--- src/shared/lsw_pkg.sv ---
package lsw_pkg;

  // Clock rate
  localparam int CLK_MHZ = 100;

  // Times in microseconds, and their cycle counts
  localparam int T_HOLD_NORMAL_US = 150;
  localparam int T_HOLD_SHORT_US  = 2;
  localparam int T_OVERSHOOT_US   = 6;
  localparam int T_SETTLE_FP_US   = 2;
  localparam int T_SETTLE_NORM_US = 150;
  localparam int HOLD_NORMAL_CYC  = T_HOLD_NORMAL_US * CLK_MHZ;
  localparam int HOLD_SHORT_CYC   = T_HOLD_SHORT_US * CLK_MHZ;
  localparam int OVERSHOOT_CYC    = T_OVERSHOOT_US * CLK_MHZ;
  localparam int SETTLE_FP_CYC    = T_SETTLE_FP_US * CLK_MHZ;
  localparam int SETTLE_NORM_CYC  = T_SETTLE_NORM_US * CLK_MHZ;

  localparam int CNT_W = 16;

  // Register byte offsets
  localparam logic [7:0] OFS_SUPV_CTRL  = 8'h00;
  localparam logic [7:0] OFS_CLK_DIV    = 8'h04;
  localparam logic [7:0] OFS_CLK_REQ    = 8'h08;
  localparam logic [7:0] OFS_CORE_LEVEL = 8'h0C;
  localparam logic [7:0] OFS_OSC_FREQ   = 8'h10;
  localparam logic [7:0] OFS_STATUS     = 8'h14;

  // Field positions
  localparam int SUP_EN_BIT  = 0;
  localparam int SUP_FP_BIT  = 1;
  localparam int MON_EN_BIT  = 2;
  localparam int MON_FP_BIT  = 3;
  localparam int REQ_EN_BIT  = 0;
  localparam int SRC_XT2_BIT = 1;
  localparam int ST_HOLD_BIT = 0;
  localparam int ST_OVS_BIT  = 1;
  localparam int ST_SET_BIT  = 2;
  localparam int ST_EXP_BIT  = 3;
  localparam int ST_RST_BIT  = 4;

  // Reset values
  localparam logic [3:0]  SUPV_RESET  = 4'h5;
  localparam logic [2:0]  DIV_RESET   = 3'h0;
  localparam logic [1:0]  REQ_RESET   = 2'h1;
  localparam logic [1:0]  LEVEL_RESET = 2'h0;
  localparam logic [15:0] FREQ_RESET  = 16'h0000;

  // Divide-by-two code of the main clock divider
  localparam logic [2:0] DIV_BY_TWO = 3'h1;

  // Overspeed thresholds in kHz per core level 0..3
  localparam logic [15:0] THR_L0_KHZ = 16'h1388;
  localparam logic [15:0] THR_L1_KHZ = 16'h1D4C;
  localparam logic [15:0] THR_L2_KHZ = 16'h2710;
  localparam logic [15:0] THR_L3_KHZ = 16'h30D4;

  localparam logic [1:0] RESP_OKAY   = 2'h0;
  localparam logic [1:0] RESP_SLVERR = 2'h2;

  typedef enum logic [2:0] {
    ST_RUN   = 3'b001,
    ST_SLEEP = 3'b010,
    ST_HOLD  = 3'b100
  } lsw_state_t;

endpackage : lsw_pkg

--- src/design/lsw_timer.sv ---
`timescale 1ns/100ps
module lsw_timer
  import lsw_pkg::*;
(
  // Clock and reset
  input  wire logic             mclk_i,
  input  wire logic             resetn_i,
  // Control
  input  wire logic             load_i,
  input  wire logic [CNT_W-1:0] value_i,
  // Status
  output logic                  busy_o,
  output logic                  done_o
);

  logic [CNT_W-1:0] cnt_q;

  always_ff @(posedge mclk_i or negedge resetn_i)
  begin
    if (!resetn_i)
      cnt_q <= '0;
    else if (load_i)
      cnt_q <= value_i;
    else if (cnt_q != '0)
      cnt_q <= cnt_q - 1'b1;
  end

  assign busy_o = (cnt_q != '0);
  assign done_o = (cnt_q == {{(CNT_W-1){1'b0}}, 1'b1}) && !load_i;

endmodule : lsw_timer

--- src/design/lsw_wake_ctrl.sv ---
// The register offsets and the AXI4-Lite register port were decided locally.
`timescale 1ns/100ps
// Function
// - Normal supervision masks CPU execution 150 us after deep-sleep wake.
// - Both disabled or both full-performance shortens the mask to 2 us.
// - Short mask risks overspeed only above level threshold on internal oscillator.
// - Oscillator may overshoot up to 6 us after deep-sleep wake.
// - Peripheral clock from internal oscillator is not gated during wake-up.
// - Full-performance supervisor applies about 2 us settling delay after change.
// - Raising core level in full-performance mode expires early and resets device.
module lsw_wake_ctrl
  import lsw_pkg::*;
#(
  parameter int HOLD_NORMAL_CYCLES = HOLD_NORMAL_CYC,
  parameter int SETTLE_NORM_CYCLES = SETTLE_NORM_CYC
)
(
  // Clock and reset
  input  wire logic        mclk_i,
  input  wire logic        resetn_i,
  // AXI4-Lite write address and data
  input  wire logic [7:0]  s_axi_awaddr,
  input  wire logic        s_axi_awvalid,
  output logic             s_axi_awready,
  input  wire logic [31:0] s_axi_wdata,
  input  wire logic [3:0]  s_axi_wstrb,
  input  wire logic        s_axi_wvalid,
  output logic             s_axi_wready,
  // AXI4-Lite write response
  output logic [1:0]       s_axi_bresp,
  output logic             s_axi_bvalid,
  input  wire logic        s_axi_bready,
  // AXI4-Lite read
  input  wire logic [7:0]  s_axi_araddr,
  input  wire logic        s_axi_arvalid,
  output logic             s_axi_arready,
  output logic [31:0]      s_axi_rdata,
  output logic [1:0]       s_axi_rresp,
  output logic             s_axi_rvalid,
  input  wire logic        s_axi_rready,
  // Power state events
  input  wire logic        sleep_enter_i,
  input  wire logic        wake_i,
  input  wire logic        mclk_from_osc_i,
  input  wire logic        vcore_settled_i,
  // Clock and reset control
  output logic             cpu_clk_en_o,
  output logic             periph_clk_en_o,
  output logic             periph_src_xt2_o,
  output logic [2:0]       main_clock_divider_o,
  output logic [1:0]       core_level_o,
  output logic             osc_overshoot_o,
  output logic             supv_reset_o
);

  ////////////////////////////////////////////////////////////////////////////
  // Registers and state
  lsw_state_t  state_q;
  logic [3:0]  supv_q;
  logic [2:0]  div_q;
  logic [1:0]  req_q;
  logic [1:0]  level_q;
  logic [15:0] freq_q;
  logic        rst_evt_q;
  logic        reset_pulse_q;
  logic        aw_have_q;
  logic        w_have_q;
  logic [7:0]  awaddr_q;
  logic [31:0] wdata_q;
  logic [3:0]  wstrb_q;
  logic        bvalid_q;
  logic [1:0]  bresp_q;
  logic        rvalid_q;
  logic [31:0] rdata_q;
  logic [1:0]  rresp_q;

  logic        hold_busy;
  logic        hold_done;
  logic        ovs_busy;
  logic        set_busy;
  logic        set_done;
  logic        short_mask;
  logic        wr_fire;
  logic        level_raise;
  logic        overspeed;
  logic [15:0] thr_khz;
  logic [CNT_W-1:0] hold_load;
  logic [CNT_W-1:0] set_load;
  logic [31:0] status;

  function automatic logic mapped(input logic [7:0] a);
    mapped = (a == OFS_SUPV_CTRL) || (a == OFS_CLK_DIV) || (a == OFS_CLK_REQ) ||
             (a == OFS_CORE_LEVEL) || (a == OFS_OSC_FREQ) || (a == OFS_STATUS);
  endfunction : mapped

  ////////////////////////////////////////////////////////////////////////////
  // AXI4-Lite write path
  assign s_axi_awready = !aw_have_q && !bvalid_q;
  assign s_axi_wready  = !w_have_q && !bvalid_q;
  assign s_axi_bvalid  = bvalid_q;
  assign s_axi_bresp   = bresp_q;
  assign wr_fire       = aw_have_q && w_have_q && !bvalid_q;

  always_ff @(posedge mclk_i or negedge resetn_i)
  begin
    if (!resetn_i)
    begin
      aw_have_q <= 1'b0;
      w_have_q  <= 1'b0;
      awaddr_q  <= 8'h00;
      wdata_q   <= 32'h0000_0000;
      wstrb_q   <= 4'h0;
    end
    else
    begin
      if (s_axi_awvalid && s_axi_awready)
      begin
        aw_have_q <= 1'b1;
        awaddr_q  <= s_axi_awaddr;
      end
      else if (wr_fire)
        aw_have_q <= 1'b0;
      if (s_axi_wvalid && s_axi_wready)
      begin
        w_have_q <= 1'b1;
        wdata_q  <= s_axi_wdata;
        wstrb_q  <= s_axi_wstrb;
      end
      else if (wr_fire)
        w_have_q <= 1'b0;
    end
  end

  always_ff @(posedge mclk_i or negedge resetn_i)
  begin
    if (!resetn_i)
    begin
      bvalid_q <= 1'b0;
      bresp_q  <= RESP_OKAY;
    end
    else if (wr_fire)
    begin
      bvalid_q <= 1'b1;
      bresp_q  <= mapped(awaddr_q) ? RESP_OKAY : RESP_SLVERR;
    end
    else if (s_axi_bready)
      bvalid_q <= 1'b0;
  end

  ////////////////////////////////////////////////////////////////////////////
  // Software-written configuration
  assign level_raise = wr_fire && (awaddr_q == OFS_CORE_LEVEL) && wstrb_q[0] && (wdata_q[1:0] > level_q);

  always_ff @(posedge mclk_i or negedge resetn_i)
  begin
    if (!resetn_i)
    begin
      supv_q  <= SUPV_RESET;
      div_q   <= DIV_RESET;
      req_q   <= REQ_RESET;
      level_q <= LEVEL_RESET;
      freq_q  <= FREQ_RESET;
    end
    else if (wr_fire)
    begin
      if (awaddr_q == OFS_SUPV_CTRL && wstrb_q[0])
        supv_q <= wdata_q[3:0];
      if (awaddr_q == OFS_CLK_DIV && wstrb_q[0])
        div_q <= wdata_q[2:0];
      if (awaddr_q == OFS_CLK_REQ && wstrb_q[0])
        req_q <= wdata_q[1:0];
      if (awaddr_q == OFS_CORE_LEVEL && wstrb_q[0])
        level_q <= wdata_q[1:0];
      if (awaddr_q == OFS_OSC_FREQ)
      begin
        if (wstrb_q[0])
          freq_q[7:0] <= wdata_q[7:0];
        if (wstrb_q[1])
          freq_q[15:8] <= wdata_q[15:8];
      end
    end
  end

  ////////////////////////////////////////////////////////////////////////////
  // Wake sequencer and execution hold-off
  assign short_mask = (!supv_q[SUP_EN_BIT] && !supv_q[MON_EN_BIT]) ||
                      (supv_q[SUP_EN_BIT] && supv_q[SUP_FP_BIT] &&
                       supv_q[MON_EN_BIT] && supv_q[MON_FP_BIT]);
  assign hold_load  = short_mask ? CNT_W'(HOLD_SHORT_CYC) : CNT_W'(HOLD_NORMAL_CYCLES);

  always_ff @(posedge mclk_i or negedge resetn_i)
  begin
    if (!resetn_i)
      state_q <= ST_RUN;
    else
      unique case (state_q)
        ST_RUN:   if (sleep_enter_i) state_q <= ST_SLEEP;
        ST_SLEEP: if (wake_i) state_q <= ST_HOLD;
        ST_HOLD:  if (hold_done) state_q <= ST_RUN;
        default:  state_q <= ST_RUN;
      endcase
  end

  lsw_timer u_hold (
    .mclk_i   (mclk_i),
    .resetn_i (resetn_i),
    .load_i   ((state_q == ST_SLEEP) && wake_i),
    .value_i  (hold_load),
    .busy_o   (hold_busy),
    .done_o   (hold_done)
  );

  lsw_timer u_overshoot (
    .mclk_i   (mclk_i),
    .resetn_i (resetn_i),
    .load_i   ((state_q == ST_SLEEP) && wake_i),
    .value_i  (CNT_W'(OVERSHOOT_CYC)),
    .busy_o   (ovs_busy),
    .done_o   ()
  );

  assign cpu_clk_en_o    = (state_q == ST_RUN);
  assign osc_overshoot_o = ovs_busy;
  // Peripheral clock keeps running through the hold-off; only gated while asleep without request
  assign periph_clk_en_o = (state_q != ST_SLEEP) || req_q[REQ_EN_BIT];
  assign periph_src_xt2_o     = req_q[SRC_XT2_BIT];
  assign main_clock_divider_o = div_q;
  assign core_level_o         = level_q;

  always_comb
  begin
    unique case (level_q)
      2'h0: thr_khz = THR_L0_KHZ;
      2'h1: thr_khz = THR_L1_KHZ;
      2'h2: thr_khz = THR_L2_KHZ;
      2'h3: thr_khz = THR_L3_KHZ;
    endcase
  end

  // CPU sees an out-of-spec clock once released while the oscillator still overshoots
  assign overspeed = short_mask && ovs_busy && cpu_clk_en_o && mclk_from_osc_i &&
                     (freq_q > thr_khz) && (div_q != DIV_BY_TWO);

  ////////////////////////////////////////////////////////////////////////////
  // Supervisor settling delay after a core level raise
  assign set_load = supv_q[SUP_FP_BIT] ? CNT_W'(SETTLE_FP_CYC) : CNT_W'(SETTLE_NORM_CYCLES);

  lsw_timer u_settle (
    .mclk_i   (mclk_i),
    .resetn_i (resetn_i),
    .load_i   (level_raise),
    .value_i  (set_load),
    .busy_o   (set_busy),
    .done_o   (set_done)
  );

  always_ff @(posedge mclk_i or negedge resetn_i)
  begin
    if (!resetn_i)
      reset_pulse_q <= 1'b0;
    else
      reset_pulse_q <= set_done && !vcore_settled_i;
  end

  assign supv_reset_o = reset_pulse_q;

  // Sticky reset cause; a new event wins over a write-one clear
  always_ff @(posedge mclk_i or negedge resetn_i)
  begin
    if (!resetn_i)
      rst_evt_q <= 1'b0;
    else if (set_done && !vcore_settled_i)
      rst_evt_q <= 1'b1;
    else if (wr_fire && awaddr_q == OFS_STATUS && wstrb_q[0] && wdata_q[ST_RST_BIT])
      rst_evt_q <= 1'b0;
  end

  ////////////////////////////////////////////////////////////////////////////
  // AXI4-Lite read path
  always_comb
  begin
    status = 32'h0000_0000;
    status[ST_HOLD_BIT] = hold_busy;
    status[ST_OVS_BIT]  = ovs_busy;
    status[ST_SET_BIT]  = set_busy;
    status[ST_EXP_BIT]  = overspeed;
    status[ST_RST_BIT]  = rst_evt_q;
  end

  assign s_axi_arready = !rvalid_q;
  assign s_axi_rvalid  = rvalid_q;
  assign s_axi_rdata   = rdata_q;
  assign s_axi_rresp   = rresp_q;

  always_ff @(posedge mclk_i or negedge resetn_i)
  begin
    if (!resetn_i)
    begin
      rvalid_q <= 1'b0;
      rdata_q  <= 32'h0000_0000;
      rresp_q  <= RESP_OKAY;
    end
    else if (s_axi_arvalid && !rvalid_q)
    begin
      rvalid_q <= 1'b1;
      rresp_q  <= mapped(s_axi_araddr) ? RESP_OKAY : RESP_SLVERR;
      unique case (s_axi_araddr)
        OFS_SUPV_CTRL:  rdata_q <= {28'h0, supv_q};
        OFS_CLK_DIV:    rdata_q <= {29'h0, div_q};
        OFS_CLK_REQ:    rdata_q <= {30'h0, req_q};
        OFS_CORE_LEVEL: rdata_q <= {30'h0, level_q};
        OFS_OSC_FREQ:   rdata_q <= {16'h0, freq_q};
        OFS_STATUS:     rdata_q <= status;
        default:        rdata_q <= 32'h0000_0000;
      endcase
    end
    else if (s_axi_rready)
      rvalid_q <= 1'b0;
  end

endmodule : lsw_wake_ctrl

--- config.mk ---
export PLATFORM = sky130hd
export DESIGN_NAME = lsw_wake_ctrl
export DESIGN_NICKNAME = d
export VERILOG_FILES = /design/src/shared/lsw_pkg.sv /design/src/design/lsw_timer.sv /design/src/design/lsw_wake_ctrl.sv
export SDC_FILE = /design/constraint.sdc
export NUM_CORES = 1
export LEC_CHECK = 0
export ABC_AREA = 1
export BUFFER_PORTS_ARGS = -buffer_cell sky130_fd_sc_hd__buf_4
export CAP_MARGIN = 40
export CORE_ASPECT_RATIO = 1.2
export CORE_MARGIN = 2
export CORE_UTILIZATION = 40
export CTS_BUF_LIST = sky130_fd_sc_hd__clkbuf_4
export DETAILED_ROUTE_END_ITERATION = 12
export PLACE_DENSITY_LB_ADDON = 0.1
export SYNTH_ARGS = -nofsm -noshare
export SYNTH_HDL_FRONTEND = slang
export SYNTH_SLANG_ARGS = --single-unit
--- constraint.sdc ---
create_clock -name mclk_i -period 1.6 [get_ports mclk_i]
set_input_delay 0.16 -clock mclk_i [delete_from_list [all_inputs] [get_ports mclk_i]]
set_output_delay 0.16 -clock mclk_i [all_outputs]
set_load 0.02 [all_outputs]
==> flow_summary.json <==
{
  "status": "finished, violations left",
  "violations": "setup timing",
  "fin_ws_ps": -304,
  "dpl_cell_area_sq_um": 8270,
  "clock_path_buffers": 2,
  "cts_tree": "done",
  "wl_per_cell_um": 13.2,
  "fin_nets": 1141,
  "drc_errors": 0,
  "fp.dieArea_sq_um": 18700,
  "initial_core_util_pct": 40.5,
  "yosys_register_bits": 128,
  "synthArstFlopShare_pct": 100,
  "path_max_fanout": 2,
  "synth_area_leaders": "dfrtp_1 (44%), nand2_1 (8.6%), inv_1 (6.6%), nor2_1 (5.0%), ha_1 (4.3%)",
  "grt_overflow": 0,
  "yosysSeqAreaShare_pct": 45.5,
  "dp_slack_ps": -242,
  "grt_use_total_pct": 18.8,
  "p_per_area_nw_per_um2": 1390,
  "core-area_sq_um": 17400,
  "fin_crit_sh_pct": 119,
  "dpl.cell_count": 1188,
  "ir_drop_v": 0.000901,
  "clk_pin_slew_worst_paths_ps": 130,
  "synth_top_cell_area_share_pct": 44.0,
  "synthCells": 844,
  "numClockSinks": 128,
  "fmax_ghz": 0.525,
  "rsz0062_at_grt": "yes",
  "hold_viol_final": 0,
  "port_buffers": 77,
  "avgSynthCellArea_sq_um": 8.35,
  "dpl.hpwl_um": 12100,
  "start_kind": "flip-flop",
  "layout_min_cycle_time_ps": 1900,
  "areaGrowthSynthToFinish_pct": 39.4,
  "final_layout_size_suffix_gt1_share_pct": 38.0,
  "dr.pass1.iters": 4,
  "via_per_inst": 4.70,
  "die-width_um": 125,
  "worstPathRequired_ps": 1440,
  "gp_congestion": 0.820,
  "p_leak_nw": 4.74,
  "drt_iter0_drc": 277,
  "synth_edf_count": 0,
  "synth_common_cells": "nand2_1 (162), dfrtp_1 (124), inv_1 (123), nor2_1 (94)",
  "drv_slew": 0,
  "routed_wl_um": 17100,
  "grt_pass1_wl_um": 28500,
  "numCtsBuffers": 17,
  "yosysMostFrequentCell": "nand2_1",
  "setup-violations-final": 33,
  "cp-end-kind": "output pin",
  "yosysUniqueCellTypes": 45,
  "crit_type": "flip-flop to output pin",
  "antenna_found_initial": 1,
  "synth_warnings": 0,
  "synth_top_area_cell": "dfrtp_1",
  "grt_max_degree": 50,
  "drv_cap": 0,
  "grt_pass1_vias": 5857,
  "utilization_pct": 56.5,
  "fp-row-count": 53,
  "critPathArrivalTime_ps": 1740,
  "fp.dieH_um": 149,
  "ant_nets": 0,
  "reg2reg_depth": 12,
  "holdPathStages": 4,
  "num_vias": 6063,
  "layout.cells.non_filler": 1289,
  "synthFlopType": "dfrtp_1",
  "clk_latency_ps": 550,
  "hold_class": "input pin to flip-flop",
  "setup_tns_ps": -4960,
  "h-tree-depth": 4,
  "cts-root-buf": "clkbuf_4",
  "skew_ps": 26.5,
  "io-pin-count": 114,
  "fin_area_sq_um": 9820,
  "netlist_area_sq_um": 7040
}
## worst max-delay path: stages, from the launching register on
cell     delay [ps]
dfrtp_1         410
inv_2            90
ha_4            130
nand4_1         140
nor2_4          190
nand3_4          90
buf_6           140
## layer usage
| metal | wire length (um) | GRT usage, % |
|---|---|---|
| met5 | 0 | 0 |
| met1 | 7900 | 24.7 |
| met4 | 202 | 5.83 |
| met2 | 8470 | 32.0 |
| met3 | 478 | 3.16 |
## final cells by class
class / instances / area (sq um)
multi-input combinational: 573 / 3770
fill: 1652 / 7550
antenna: 2 / 5.00
clock buffer: 17 / 128
sequential: 128 / 3210
inverter: 130 / 498
tap: 220 / 275
timing repair buffer: 204 / 1800
clock inverter: 15 / 144
## kinds of logic (layout without fill, tap and decap cells)
group	Yosys count	after routing	synth area share, %
simple gates	377	378	25.7
flops	128	128	45.5
mux	14	14	2.24
other cells	1	20	0.0532
buf+inv	161	366	9.89
fa+ha+maj	24	24	4.26
xor+xnor	12	12	1.49
compound gates	127	127	10.8
## per-stage QoR
stage               total power [mW]  hold WS, ps
floorplan                       8.44         -136
global placement                10.1         25.9
detailed placement              10.2         29.4
CTS                             13.1         42.2
global route                    14.8         81.9
finish                          13.7         86.3
## registers in the layout, summed over array words and instances (netlist names)
register and count:
freq_q 16, s_axi_rdata 16, u_hold.cnt_q 16, u_overshoot.cnt_q 16, u_settle.cnt_q 16, wdata_q 16, awaddr_q 8, supv_q 4
main_clock_divider_o 3, state_q 3, core_level_o 2, req_q 2, wstrb_q 2, aw_have_q 1, rst_evt_q 1, s_axi_bresp 1
s_axi_bvalid 1, s_axi_rresp 1, s_axi_rvalid 1, supv_reset_o 1, w_have_q 1
## final timing paths
| check | end | slack, ps | start |
|---|---|---|---|
| max | osc_overshoot_o | -300 | u_overshoot.cnt_q[1] |
| min | w_have_q | 90 | s_axi_wvalid |
| max reg2reg | u_settle.cnt_q[4] | -270 | core_level_o[0] |
| min reg2reg | u_settle.cnt_q[10] | 490 | u_settle.cnt_q[10] |
| max in group asynchronous | s_axi_rdata[4] | 540 | resetn_i |
| min in group asynchronous | u_overshoot.cnt_q[13] | 140 | resetn_i |
## report_power, final
| part | leakage (nW) | internal [mW] | switching (mW) |
|---|---|---|---|
| logic | 2.99 | 2.94 | 3.44 |
| registers | 1.61 | 4.26 | 0.862 |
| clock network | 0.139 | 0.913 | 1.29 |
| total | 4.74 | 8.11 | 5.59 |
## cells in the final DEF, fill, tap and decap left out, types with 10 or more instances in the layout
cell / instances
ha_1: 11
a21oi_1: 31
nor2_1: 73
clkbuf_4: 17
nand4_1: 17
buf_4: 142
dlygate4sd3_1: 34
mux2_2: 14
nor2_4: 24
conb_1: 18
inv_2: 22
o31ai_1: 12
nand2_1: 135
dfrtp_1: 122
ha_4: 11
nand3_1: 27
o21ai_2: 14
nand3_2: 12
inv_1: 105
buf_6: 20
a21oi_2: 18
nand2_2: 24
xor2_1: 10
nor2_2: 25
o21ai_0: 31
## timing repair
action,CTS,global route
setup buffers,18,20
hold endpoints to repair,157,0
endpoints found under the setup margin,30,67
gates cloned,1,1
hold buffers,34,0
resized for setup,70,104
pin swaps,44,29
No activity file was read; power rests on OpenSTA's default activity.
